## src/pkg/dws_pkg.sv

```systemverilog
// Constants for the latched diagnostic and wake-up status flag bank.
// Assumes a serial front end decodes frames and reports events as pulses.
package dws_pkg;
    // Register addresses as seen by the serial front end.
    localparam logic [5:0] ADDR_FAULT_SUPPLY = 6'h07;
    localparam logic [5:0] ADDR_WAKE_STATE   = 6'h08;
    localparam int         REG_W             = 24;

    // Fault and supply register field positions.
    localparam int FS_DSMON_LO   = 12;
    localparam int FS_INV_CMD    = 11;
    localparam int FS_CLK_CNT    = 10;
    localparam int FS_PUMP_LOW   = 9;
    localparam int FS_THERM_WARN = 8;
    localparam int FS_REG2_SHORT = 7;
    localparam int FS_REG2_FAIL  = 6;
    localparam int FS_REG1_FAIL  = 5;
    localparam int FS_RSUP_OV    = 3;
    localparam int FS_RSUP_UV    = 2;
    localparam int FS_MSUP_OV    = 1;
    localparam int FS_MSUP_UV    = 0;

    // Wake and state register field positions.
    localparam int WS_EXT2_WAKE  = 23;
    localparam int WS_EXT1_WAKE  = 20;
    localparam int WS_CAN_WAKE   = 19;
    localparam int WS_LIN_WAKE   = 18;
    localparam int WS_TMR_WAKE   = 17;
    localparam int WS_DEBUG      = 16;
    localparam int WS_REG1_UV    = 15;
    localparam int WS_RESTART_LO = 12;
    localparam int WS_WDCNT_LO   = 8;
    localparam int WS_STATE_LO   = 6;
    localparam int WS_THERMAL_SHUTDOWN_TWO       = 5;
    localparam int WS_THERMAL_SHUTDOWN_ONE       = 4;
    localparam int WS_FS_THERM   = 3;
    localparam int WS_FS_WD      = 2;
    localparam int WS_WD_FAIL    = 1;
    localparam int WS_POR        = 0;

    // Reset values.
    localparam logic [23:0] FS_RESET = 24'h000000;
    localparam logic [23:0] WS_RESET = 24'h000001;

    // Restart counter quiet window.
    localparam int  CLK_HZ           = 25000000;
    localparam int  RESTART_QUIET_S  = 60;
    localparam longint RESTART_QUIET_CYC = longint'(RESTART_QUIET_S) * longint'(CLK_HZ);

    // Operating state codes.
    typedef enum logic [1:0] {
        DWS_ST_ACTIVE_POR  = 2'h0,
        DWS_ST_WAKE_REG1   = 2'h1,
        DWS_ST_WAKE_BATT   = 2'h2
    } dws_state_t;
endpackage : dws_pkg

```

## src/verilog/dws_status_flags.sv

```systemverilog
// Latched diagnostic and wake-up status flags with read-and-clear access.
// Assumes all event inputs are synchronous to clk_in; the serial front end
// supplies decoded reads and reports frame errors as one-cycle pulses.
//
// How it works
// - Clearable flags stay set until read-and-clear.
// - Drain-source faults set bits fifteen to twelve.
// - Bad command conditions set invalid-command bit.
// - Invalid frames are discarded, never executed.
// - Wrong clock count sets bit ten.
// - Pump low bit nine, thermal warning eight.
// - Regulator two short at turn-on bit seven.
// - Regulator fail events set bits six, five.
// - Bit four reserved; supply flags bits three-zero.
// - Wake sources latch bits 23, 20-17.
// - Debug mode latches bit sixteen.
// - Regulator one undervoltage sets bit fifteen.
// - Restart counter, self-clears after quiet minute.
// - Watchdog fail counter cleared by valid trigger.
// - State code in bits seven and six.
// - State code held until read-and-clear updates.
// - Thermal shutdown two bit five, one bit four.
// - Forced sleep thermal or short sets bit three.
// - Watchdog forced sleep bit two, failure bit one.
// - Power-on reset threshold sets bit zero.
`timescale 1ns/100ps
`default_nettype none
module dws_status_flags
    import dws_pkg::*;
#(
    parameter int     RESTART_W   = 3,
    parameter int     WDCNT_W     = 4,
    parameter longint QUIET_CYC   = RESTART_QUIET_CYC
) (
    // Clock and reset.
    input  wire logic              clk_in,
    input  wire logic              rst_b_in,
    // Decoded serial access.
    input  wire logic              frame_done_in,
    input  wire logic              frame_read_in,
    input  wire logic              frame_clear_in,
    input  wire logic [5:0]        frame_addr_in,
    input  wire logic              frame_undef_addr_in,
    input  wire logic              frame_bad_setting_in,
    input  wire logic              frame_parity_err_in,
    input  wire logic              frame_data_stuck_in,
    input  wire logic              frame_cs_timeout_in,
    input  wire logic              frame_clk_count_err_in,
    // Fault and supply events.
    input  wire logic [3:0]        ds_fault_in,
    input  wire logic              pump_low_in,
    input  wire logic              therm_warn_in,
    input  wire logic              reg2_short_in,
    input  wire logic              reg2_fail_in,
    input  wire logic              reg1_fail_in,
    input  wire logic [3:0]        supply_fault_in,
    // Wake and state events.
    input  wire logic [4:0]        wake_src_in,
    input  wire logic              debug_active_in,
    input  wire logic              reg1_uv_in,
    input  wire logic              restart_event_in,
    input  wire logic              wd_fail_in,
    input  wire logic              wd_valid_trig_in,
    input  wire logic [1:0]        cur_state_in,
    input  wire logic              thermal_shutdown_two_in,
    input  wire logic              thermal_shutdown_one_in,
    input  wire logic              fsleep_therm_in,
    input  wire logic              fsleep_wd_in,
    input  wire logic              por_level_in,
    // Read data and frame acceptance.
    output logic [REG_W-1:0]       read_data_out,
    output logic                   read_valid_out,
    output logic                   frame_exec_out
);

    ////////////////////////////////////////////////////////////////////////
    initial begin
        if (RESTART_W != 3 || WDCNT_W != 4 || QUIET_CYC < 1)
            $error("Counter widths must match the register layout.");
    end

    ////////////////////////////////////////////////////////////////////////
    // Frame checks.
    logic [REG_W-1:0] fs_reg;
    logic [REG_W-1:0] ws_reg;
    logic [63:0]      quiet_cnt;

    // Any of these makes the frame invalid.
    wire status_write = frame_done_in & ~frame_read_in &
                        (frame_addr_in == ADDR_FAULT_SUPPLY || frame_addr_in == ADDR_WAKE_STATE);
    wire inv_cmd      = frame_undef_addr_in | status_write | frame_parity_err_in |
                        frame_data_stuck_in | frame_cs_timeout_in | frame_bad_setting_in;
    wire frame_ok     = frame_done_in & ~inv_cmd & ~frame_clk_count_err_in;
    wire hit_fs       = frame_ok & frame_read_in & (frame_addr_in == ADDR_FAULT_SUPPLY);
    wire hit_ws       = frame_ok & frame_read_in & (frame_addr_in == ADDR_WAKE_STATE);
    wire clr_fs       = hit_fs & frame_clear_in;
    wire clr_ws       = hit_ws & frame_clear_in;

    // Executed frames only; invalid frames are dropped.
    assign frame_exec_out = frame_ok;

    ////////////////////////////////////////////////////////////////////////
    // Fault and supply set vector.
    wire [REG_W-1:0] fs_set;
    assign fs_set[23:16]                   = 8'h00;
    assign fs_set[FS_DSMON_LO +: 4]        = ds_fault_in;
    assign fs_set[FS_INV_CMD]              = frame_done_in & inv_cmd;
    assign fs_set[FS_CLK_CNT]              = frame_clk_count_err_in;
    assign fs_set[FS_PUMP_LOW]             = pump_low_in;
    assign fs_set[FS_THERM_WARN]           = therm_warn_in;
    assign fs_set[FS_REG2_SHORT]           = reg2_short_in;
    assign fs_set[FS_REG2_FAIL]            = reg2_fail_in;
    assign fs_set[FS_REG1_FAIL]            = reg1_fail_in;
    assign fs_set[4]                       = 1'b0;
    assign fs_set[FS_MSUP_UV +: 4]         = supply_fault_in;

    // Wake and state set vector; counter and state fields are not flags.
    wire [REG_W-1:0] ws_set;
    assign ws_set[WS_EXT2_WAKE]            = wake_src_in[4];
    assign ws_set[22:21]                   = 2'h0;
    assign ws_set[WS_TMR_WAKE +: 4]        = wake_src_in[3:0];
    assign ws_set[WS_DEBUG]                = debug_active_in;
    assign ws_set[WS_REG1_UV]              = reg1_uv_in;
    assign ws_set[14:6]                    = 9'h000;
    assign ws_set[WS_THERMAL_SHUTDOWN_TWO]                 = thermal_shutdown_two_in;
    assign ws_set[WS_THERMAL_SHUTDOWN_ONE]                 = thermal_shutdown_one_in;
    assign ws_set[WS_FS_THERM]             = fsleep_therm_in;
    assign ws_set[WS_FS_WD]                = fsleep_wd_in;
    assign ws_set[WS_WD_FAIL]              = wd_fail_in;
    assign ws_set[WS_POR]                  = por_level_in;

    // Mask of clearable flag positions in the wake register.
    localparam logic [23:0] WS_FLAG_MASK = 24'h9f803f;

    // Set wins over clear in the same cycle.
    wire [REG_W-1:0] next_fs = (clr_fs ? 24'h000000 : fs_reg) | fs_set;
    wire [REG_W-1:0] ws_flags_next = ((clr_ws ? 24'h000000 : ws_reg) | ws_set) & WS_FLAG_MASK;

    ////////////////////////////////////////////////////////////////////////
    // Restart counter and its quiet window.
    wire [2:0] restart_cnt   = ws_reg[WS_RESTART_LO +: 3];
    wire       quiet_expired = (quiet_cnt >= 64'(QUIET_CYC - 1));
    wire [2:0] next_restart  = restart_event_in ? ((restart_cnt == 3'h7) ? restart_cnt : restart_cnt + 3'h1)
                             : (quiet_expired ? 3'h0 : restart_cnt);

    // Watchdog failure counter, saturating.
    wire [3:0] wd_cnt      = ws_reg[WS_WDCNT_LO +: 4];
    wire [3:0] next_wd_cnt = wd_valid_trig_in ? 4'h0
                           : (wd_fail_in && wd_cnt != 4'hf) ? wd_cnt + 4'h1 : wd_cnt;

    // State code held, refreshed from the live state on read-and-clear.
    wire [1:0] next_state = clr_ws ? ((cur_state_in == 2'h3) ? 2'h0 : cur_state_in)
                                   : ws_reg[WS_STATE_LO +: 2];

    wire [REG_W-1:0] next_ws;
    assign next_ws = ws_flags_next |
                     {9'h000, next_restart, next_wd_cnt, next_state, 6'h00};

    ////////////////////////////////////////////////////////////////////////
    // Register update.
    always_ff @(posedge clk_in) begin
        if (!rst_b_in) begin
            fs_reg <= FS_RESET;
            ws_reg <= WS_RESET;
        end else begin
            fs_reg <= next_fs;
            ws_reg <= next_ws;
        end
    end

    // Quiet-time counter restarts on each restart event.
    always_ff @(posedge clk_in) begin
        if (!rst_b_in || restart_event_in || restart_cnt == 3'h0)
            quiet_cnt <= 64'h0;
        else if (!quiet_expired)
            quiet_cnt <= quiet_cnt + 64'h1;
    end

    ////////////////////////////////////////////////////////////////////////
    // Read data captured before the clear takes effect.
    always_ff @(posedge clk_in) begin
        if (!rst_b_in) begin
            read_data_out  <= 24'h000000;
            read_valid_out <= 1'b0;
        end else begin
            read_valid_out <= hit_fs | hit_ws;
            if (hit_fs)
                read_data_out <= fs_reg;
            else if (hit_ws)
                read_data_out <= ws_reg;
        end
    end

endmodule : dws_status_flags
`default_nettype wire

```

## config.mk

```make
export PLATFORM = sky130hd
export DESIGN_NAME = dws_status_flags
export DESIGN_NICKNAME = d
export VERILOG_FILES = /design/src/pkg/dws_pkg.sv /design/src/verilog/dws_status_flags.sv
export SDC_FILE = /design/constraint.sdc
export NUM_CORES = 1
export LEC_CHECK = 0
export ABC_CLOCK_PERIOD_IN_PS = 2630
export BUFFER_PORTS_ARGS = -buffer_cell sky130_fd_sc_hd__buf_2
export CAP_MARGIN = 20
export CORE_ASPECT_RATIO = 1.25
export CORE_UTILIZATION = 30
export CTS_CLUSTER_SIZE = 14
export DETAILED_ROUTE_END_ITERATION = 7
export HOLD_SLACK_MARGIN = 0.03
export PLACE_DENSITY = 0.44
export SLEW_MARGIN = 15
export SYNTH_ARGS = -nofsm -noshare
export SYNTH_HDL_FRONTEND = slang
export SYNTH_SLANG_ARGS = --single-unit
export TNS_END_PERCENT = 10
```

## constraint.sdc

```tcl
create_clock -name clk_in -period 2.63 [get_ports clk_in]
set_input_delay 0.1315 -clock clk_in [delete_from_list [all_inputs] [get_ports clk_in]]
set_output_delay 0.1315 -clock clk_in [all_outputs]
set_load 0.01 [all_outputs]
```

=== Word-level counts from Yosys, hierarchy flattened ===
Index checks and enable logic that the tools add are counted.

* Register bits after elaboration: 137
* Input port bits: 47

* $add $sub $neg: 3
* Magnitude comparators: 1
* Eq/ne operators: 5
* Multiplexer cells: 11
* Bitwise operators: 22
* Reductions and logical operators: 7

{| class="wikitable"
|+ Operators with widths
! cell !! count
|-
| $mux 24 || 4
|-
| $add 64x1->64 const B || 1
|-
| $ge 64x31->1 const B || 1
|-
| $or 24x15->24 || 1
|-
| $or 24x16->24 || 1
|-
| $or 24x24->24 || 1
|-
| $and 1x1->1 || 10
|-
| $mux 3 || 3
|-
| $mux 4 || 2
|-
| $eq 6x3->1 const B || 1
|-
| $eq 6x4->1 const B || 1
|-
| $or 1x1->1 || 6
|-
| $add 4x1->4 const B || 1
|-
| $mux 2 || 2
|-
| $ne 4x4->1 const B || 1
|-
| $add 3x1->3 const B || 1
|-
| $eq 3x3->1 const B || 1
|-
| $logic_not 3->1 || 1
|-
| $logic_or 1x1->1 || 3
|-
| $not 1->1 || 3
|-
| $eq 2x2->1 const B || 1
|-
| $reduce_bool 2->1 || 1
|-
| $logic_and 1x1->1 || 1
|-
| $logic_not 1->1 || 1
|}

=== Depth between registers and ports, before layout ===
Gate-level depths: netlist (run 1).

* Depth after elaboration: 17
* Mapped depth: 8
* Mapped depth without buffers: 7

=== Worst setup path after synthesis (run 1) ===
OpenSTA, ideal clock, no wires.

* Path kind: flip-flop to flip-flop
* Start point: register quiet_cnt[42]
* End point: register quiet_cnt[17]
* Setup time: 0.070 ns
* Arrival time: 2.052 ns
* Required time: 2.560 ns
* Setup slack: 0.508 ns
* Cell stages (with the launch flop): 7
* Cells stage by stage: dfxtp_1 > or4_4 > a2111oi_4 > nand4_4 > buf_6 > or4_1 > a21oi_1

* Cells in the longest elaborated chain, start to end: 1

{| class="wikitable"
|+ Ends and longest elaborated chain
! item !! RTL line !! text
|-
| start: declaration || dws_status_flags.sv:86 || <nowiki>logic [63:0] quiet_cnt;</nowiki>
|-
| start signal: assignment || dws_status_flags.sv:176 || <nowiki>quiet_cnt <= quiet_cnt + 64'h1;</nowiki>
|-
| $ge 64x31->1 || dws_status_flags.sv:142 || <nowiki>wire quiet_expired = (quiet_cnt >= 64'(QUIET_CYC - 1));</nowiki>
|}

Every way passes these cells.
A chain may end at the register's enable or synchronous reset.

=== Worst setup path after layout (run 1) ===
* Start point: register quiet_cnt[23]
* End point: register quiet_cnt[7]

Same word-level chain as after synthesis.

==> reports/results.tsv, run 1 <==
stage	metric	value	unit
yosys	Mean Syn Cell Area	9.275	um^2
layout	most frequent cells in the layout	124 x dfxtp_1, 70 x buf_2, 52 x a21oi_1, 44 x nand2_1, 35 x and2_1	
layout	max FFs per register	64	
timing	Worst Tran Pin Value	753.4	ps
clocking	Hold Buf Count CTS	29	
layout	Layout area overhead	28.66	%
routing	Via Count	4576	
floorplan	I/O pins	73	
timing	minimum clock period	2363	ps
routing	wire length per cell	14.86	um
yosys	top post-synthesis cells by area	dfxtp_1 48%, a21oi_1 5.0%, and2_1 4.2%, or4_1 3.7%, a21boi_0 3.6%	
clocking	root buf cell	clkbuf_16	
global_routing	initial antenna violation count	0	
layout	Ant. Diodes	0	
layout	FILL cells	1714	
timing	final worst slack	266.6	ps
critical_path	reg2reg start	quiet_cnt[23]	
global_routing	first-pass GRT wire length	21.91	mm
critical_path	CP Max Fanout	14	
layout	Core Util, Final	0.3966	
timing	Worst Skew	8.553	ps
yosys	Synth warnings	0	
global_routing	Total GRT Usage	0.1555	
critical_path	reg2reg end	quiet_cnt[7]	
routing	1st-pass router iterations	4	
timing	final period utilization	0.8986	
yosys	post-synth top area cell	dfxtp_1	
clocking	TritonCTS Buffers	17	
global_routing	vias in the first global route	4486	
clocking	number of H-tree levels	4	
routing	post-route ant nets	0	
power_and_ir_drop	Peak VDD IR	351.4	uV
clocking	clk buf depth	2	
global_routing	total gr overflow	0	
floorplan	# rows	53	
timing	setup violators final	0	
power_and_ir_drop	part of the power in combinational logic	0.039	
yosys	Async SR Flop Fraction	0	
placement	Place WS	269.1	ps
floorplan	core area	16910	um^2
layout	design area	6706	um^2
critical_path	crit path from	quiet_cnt[23]	
critical_path	WP data required	2970	ps
layout	share of post-route cells with drive strength above 1	0.1899	
routing	DRC viols	0	
placement	Port Buffers	70	
layout	Final #Nets	713	
yosys	register area share after synthesis	0.4762	
clocking	insertion delay of the later-clocked pin in the worst-skew pair	420	ps
timing	RSZ-0062 raised after global routing	false	
worst_hold_path	Hold Crit Class	input port to flip-flop	
critical_path	CP arrival	2710	ps
yosys	Yosys top cell area share	0.4762	
power_and_ir_drop	switching share of total power	0.2434	
critical_path	Reg2Reg Setup Slack	270	ps
clocking	Reg clk slew, reported paths	60	ps
clocking	CTS tree	done	
floorplan	Die H	149.4	um
power_and_ir_drop	Sequential Power Share	0.447	
yosys	number of synthesized register bits	124	
timing	Min Hold Slack	57.12	ps
placement	DP Cell Count	832	
global_routing	largest net degree at the start of global routing	60	
power_and_ir_drop	Tot Pwr	4.325	mW
power_and_ir_drop	internal power	3.272	mW
critical_path	Crit. End Element	flip-flop	
placement	Placer Congestion	0.7509	
worst_hold_path	hold path startpoint	wd_valid_trig_in	
power_and_ir_drop	Lkg Pwr	2.499	nW
critical_path	Startpoint Class	flip-flop	
critical_path	CP Class	flip-flop to flip-flop	
timing	Final Hold Fails	0	
yosys	mapped cell area	5212	um^2
layout	FF+latch area	2482	um^2
yosys	Cells after Synth	562	
critical_path	worst reg-to-reg path cell count	6	
outcome	status	finished, final reports clean	
routing	final wirelength	13.28	mm
floorplan	Die ar.	17910	um^2
critical_path	Worst Setup EP	quiet_cnt[7]	
floorplan	die width	119.9	um
layout	Final Non-Filler Cells	894	
placement	DP HPWL	8.933	mm
clocking	Post-CTS Setup Inserts	0	
timing	Slew Viols, Final	0	
yosys	Synth cell types	52	
placement	Placement Cell Area	5843	um^2
layout	most common cell after layout, fill and taps aside	dfxtp_1	
floorplan	starting density of the core	0.3083	
yosys	number of flops mapped to enable cells by yosys	0	
timing	Fmax	0.4231	GHz
power_and_ir_drop	net switching power	1.053	mW
job	Max Cap Viol	0	
power_and_ir_drop	Clock power frac	0.513	
timing	Slew HR	0.4965	
routing	DR iter-0 viols	209	
clocking	post-CTS sizing	0	
clocking	clk sinks	124	
power_and_ir_drop	PD cells	645.0	nW/um^2
yosys	leading register cell type out of synthesis	dfxtp_1	
layout	area of the multi-input gates	2564	um^2
routing	Vias/cell	5.119	
timing	setup TNS	0	ps
-- cell type report --
| cell class | instances | area share |
|---|---|---|
| Multi-Input combinational cell | 397 | 0.3823 |
| Sequential cell | 124 | 0.3701 |
| Timing Repair Buffer | 118 | 0.1209 |
| Clock buffer | 18 | 0.06549 |
| Tap cell | 220 | 0.04104 |
| Clock inverter | 14 | 0.01847 |
| Inverter | 3 | 0.001679 |
-- power groups by stage --
stage | Sequential (mW) | Clock (mW) | Combinational (mW)
2_1_floorplan | 1.97 | 0 | 0.0803
4_1_cts | 1.93 | 2.28 | 0.172
3_3_place_gp | 1.97 | 0 | 0.135
5_1_grt | 1.94 | 2.36 | 0.191
6_report | 1.93 | 2.22 | 0.170
3_5_place_dp | 1.97 | 0 | 0.138
-- how the worst min path moves through the flow --
stage,endpoint,slack (ps),cells past startpoint
6_report,ws_reg[9],60,3
5_1_grt,ws_reg[9],60,3
4_1_cts,ws_reg[9],30,3
3_5_place_dp,ws_reg[0],320,2
3_3_place_gp,ws_reg[0],320,2
2_1_floorplan,ws_reg[0],240,1
-- cells by family after synthesis --
logic type               count (synthesis)  synth area share
AND/OR/NAND/NOR                        250            0.2892
AO/OA/AOI/OAI                          135            0.1772
flip-flops                             124            0.4762
buffers and inverters                   42           0.03552
adder cells (fa/ha/maj)                  5           0.01200
multiplexers                             3          0.005761
XOR/XNOR                                 2          0.003361
other                                    1         0.0007194
-- synth_stat cells, types with 11 or more instances --
master	number
clkbuf_1	31
a21oi_1	52
nor2b_1	29
nand4_1	13
nand2_1	44
nor4_1	11
and2_1	35
nand3_1	28
o31ai_1	22
a21boi_0	25
or4_1	26
dfxtp_1	124
and3_1	12
o221ai_1	15
-- worst max-delay path, cell delays in order, from the launching register on --
cell     delay, ps
dfxtp_1        350
or4_1          540
nor4_2         330
a31oi_4        220
buf_4          230
or4_1          460
a21oi_1        170
-- per-layer routing --
metal	track usage	wire [um]	part of all wire	vias to the layer above
li1	-	-	-	2283
met1	0.1810	5881	0.44	2173
met2	0.2626	6638	0.50	96
met3	0.04205	495	0.037	24
met4	0.07500	265	0.020	0
met5	0	0	0	-
Power figures use the tool's default switching activity.
==> inputs of run 2 (changes only) <==
--- a/config.mk
+++ b/config.mk
@@ -5,15 +5,14 @@
 export SDC_FILE = /design/constraint.sdc
 export NUM_CORES = 1
 export LEC_CHECK = 0
-export ABC_CLOCK_PERIOD_IN_PS = 2630
+export ABC_CLOCK_PERIOD_IN_PS = 2100
 export BUFFER_PORTS_ARGS = -buffer_cell sky130_fd_sc_hd__buf_2
 export CAP_MARGIN = 20
-export CORE_ASPECT_RATIO = 1.25
 export CORE_UTILIZATION = 30
 export CTS_CLUSTER_SIZE = 14
 export DETAILED_ROUTE_END_ITERATION = 7
 export HOLD_SLACK_MARGIN = 0.03
-export PLACE_DENSITY = 0.44
+export PLACE_DENSITY = 0.46
 export SLEW_MARGIN = 15
 export SYNTH_ARGS = -nofsm -noshare
 export SYNTH_HDL_FRONTEND = slang
==> constraint.sdc (replaced) <==
create_clock -name clk_in -period 2.1 [get_ports clk_in]
set_input_delay 0.105 -clock clk_in [delete_from_list [all_inputs] [get_ports clk_in]]
set_output_delay 0.105 -clock clk_in [all_outputs]
set_load 0.01 [all_outputs]
==> run 2 against run 1 <==
The flow now finishes with violations (negative setup slack). Critical endpoint is now quiet_cnt[28]. Non-clock buffer count increased by 30. Sequential share of layout area decreased by 2.4 points. Clock power increased by 50%. Global-route usage increased by 0.11 points. Maximum frequency increased by 4.6%. Register-to-register slack got worse by 430 ps. Design area increased by 7.1%. Total power increased by 38%. Core utilization increased by 3.2 points. Flip-flop and latch count unchanged. Count of clock-buffer cells in the layout increased by 2. Critical path type unchanged.
==> reports/results.tsv, run 2 (synthesis gave the netlist of run 1 again) <==
stage	metric	value	unit	change
outcome	status	complete, but fails checks		
outcome	failing checks	negative setup slack		
critical_path	delay-heaviest family, CP	simple AND/OR/NAND/NOR gates		
layout	most common cell after layout, fill and taps aside	dfxtp_1		
clocking	Reg clk slew, reported paths	60	ps	about the same
power_and_ir_drop	Peak VDD IR	573.8	uV	+63%
placement	Port Buffers	70		unchanged
routing	final wirelength	13.61	mm	+2.4%
critical_path	CP arrival	2600	ps	-110 ps
floorplan	core area	16760	um^2	-0.89%
global_routing	vias in the first global route	4510		+0.53%
global_routing	first-pass GRT wire length	22.36	mm	+2.1%
routing	DR iter-0 viols	266		+27%
timing	minimum clock period	2259	ps	-104.7 ps
clocking	number of H-tree levels	4		unchanged
routing	1st-pass router iterations	6		+2
routing	post-route ant nets	0		unchanged
clocking	root buf cell	clkbuf_16		
power_and_ir_drop	PD cells	830.0	nW/um^2	+29%
critical_path	CP max-delay cell	or4_4		
power_and_ir_drop	Clock power frac	0.557		+0.044
global_routing	total gr overflow	0		unchanged
layout	Final Non-Filler Cells	925		+3.5%
clocking	clk sinks	124		unchanged
global_routing	largest net degree at the start of global routing	55		-8.3%
placement	DP Cell Count	859		+3.2%
critical_path	Startpoint Class	flip-flop		
placement	Place WS	-142.3	ps	-411.4 ps
timing	Min Hold Slack	56.80	ps	-0.3205 ps
routing	DRC viols	0		unchanged
power_and_ir_drop	switching share of total power	0.2060		-0.03740
layout	max FFs per register	64		unchanged
timing	setup violators final	26		+26
floorplan	starting density of the core	0.3110		+0.002761
timing	final worst slack	-158.7	ps	-425.3 ps
power_and_ir_drop	Sequential Power Share	0.406		-0.041
timing	RSZ-0062 raised after global routing	true		
timing	Fmax	0.4427	GHz	+4.6%
clocking	insertion delay of the later-clocked pin in the worst-skew pair	410	ps	about the same
clocking	clk buf depth	2		unchanged
layout	share of post-route cells with drive strength above 1	0.2514		+0.06151
global_routing	Total GRT Usage	0.1566		+0.001056
power_and_ir_drop	Lkg Pwr	2.746	nW	+9.9%
critical_path	CP Max Fanout	17		+3
critical_path	WP data required	2440	ps	-530 ps
critical_path	largest stage delay on the critical path	540	ps	about the same
critical_path	Buf+Inv Stages, Crit Path	2		+1
floorplan	# rows	47		-11%
layout	Final #Nets	743		+4.2%
job	Max Cap Viol	0		unchanged
timing	Worst Skew	6.158	ps	-2.395 ps
routing	Vias/cell	5.045		-1.4%
floorplan	die width	133.8	um	+12%
critical_path	Crit. End Element	flip-flop		
floorplan	Die ar.	17910	um^2	about the same
placement	DP HPWL	9.073	mm	+1.6%
layout	Layout area overhead	37.83	%	
layout	most frequent cells in the layout	123 x dfxtp_1, 70 x buf_2, 44 x nand2_1, 42 x a21oi_1, 41 x buf_4		
power_and_ir_drop	net switching power	1.229	mW	+17%
floorplan	Die H	133.8	um	-10%
power_and_ir_drop	internal power	4.735	mW	+45%
critical_path	CP Class	flip-flop to flip-flop		
timing	Final Hold Fails	0		unchanged
timing	final period utilization	1.076		+0.1769
floorplan	I/O pins	73		unchanged
worst_hold_path	Hold Crit Class	input port to flip-flop		
routing	wire length per cell	14.71	um	-0.99%
power_and_ir_drop	part of the power in combinational logic	0.037		-0.002
placement	Placer Congestion	0.7542		+0.44%
routing	Via Count	4667		+2.0%
critical_path	Critical Path, Cell by Cell	or4_4 > a2111oi_4 > nand4_4 > buf_4 > clkbuf_16 > or4_1 > a21oi_1		
global_routing	initial antenna violation count	1		+1
clocking	TritonCTS Buffers	17		unchanged
clocking	CTS tree	done		
timing	Slew Viols, Final	0		unchanged
-- run 2: repair_timing --
action | in CTS | in global routing
pin swaps | 33 | 3
endpoints found under the hold margin | 33 | 0
hold buffers | 31 | 0
gates resized for setup | 3 | 18
setup endpoints to repair | 26 | 28
buffers inserted | 0 | 1
gates cloned | 0 | 1
-- run 2: power groups by stage --
stage / logic [mW] / clock network (mW) / registers [mW]
after detailed placement: 0.174 / 0 / 2.47
after floorplan: 0.101 / 0 / 2.47
after CTS: 0.220 / 3.40 / 2.42
after global routing: 0.246 / 3.50 / 2.43
final: 0.220 / 3.32 / 2.42
after global placement: 0.170 / 0 / 2.47
-- run 2: layout make-up --
class | instances | area, um^2
Fill cell | 1637 | 9575
Inverter | 3 | 11.26
Sequential cell | 124 | 2484
Antenna cell | 1 | 2.502
Multi-Input combinational cell | 397 | 2644
Clock buffer | 20 | 466.7
Clock inverter | 12 | 207.7
Timing Repair Buffer | 148 | 1094
Tap cell | 220 | 275.3
-- run 2: final timing paths --
path               startpoint  slack [ps]  cells after the start                to
max reg2reg     quiet_cnt[42]        -160                      7     quiet_cnt[28]
min          restart_event_in          60                      3        ws_reg[14]
max             quiet_cnt[42]        -160                      7     quiet_cnt[28]
min reg2reg  read_data_out[6]         460                      2  read_data_out[6]
-- run 2: routing by layer --
metal	GRT usage	up-vias	wire, um
li1	-	2344	-
met1	0.2058	2237	6638
met2	0.2461	74	6406
met3	0.03741	12	397
met4	0.06250	0	164
met5	0	-	0
-- run 2: per-stage QoR --
step | setup TNS (ps) | cell area (um^2) | power (mW) | utilization
6_report | -1513 | 7184 | 5.963 | 0.4287
3_3_place_gp | -1408 | 6083 | 2.642 | 0.3630
2_1_floorplan | -166.3 | 5216 | 2.567 | -
4_1_cts | -1609 | 7077 | 6.039 | 0.4222
3_5_place_dp | -2546 | 6083 | 2.647 | 0.3630
5_1_grt | -4419 | 7184 | 6.173 | 0.4287
-- run 2: worst register-to-register path: stages (launching register included) --
cell,delay (ps)
dfxtp_1,300
or4_4,540
a2111oi_4,280
nand4_4,180
buf_4,190
clkbuf_16,170
or4_1,400
a21oi_1,130
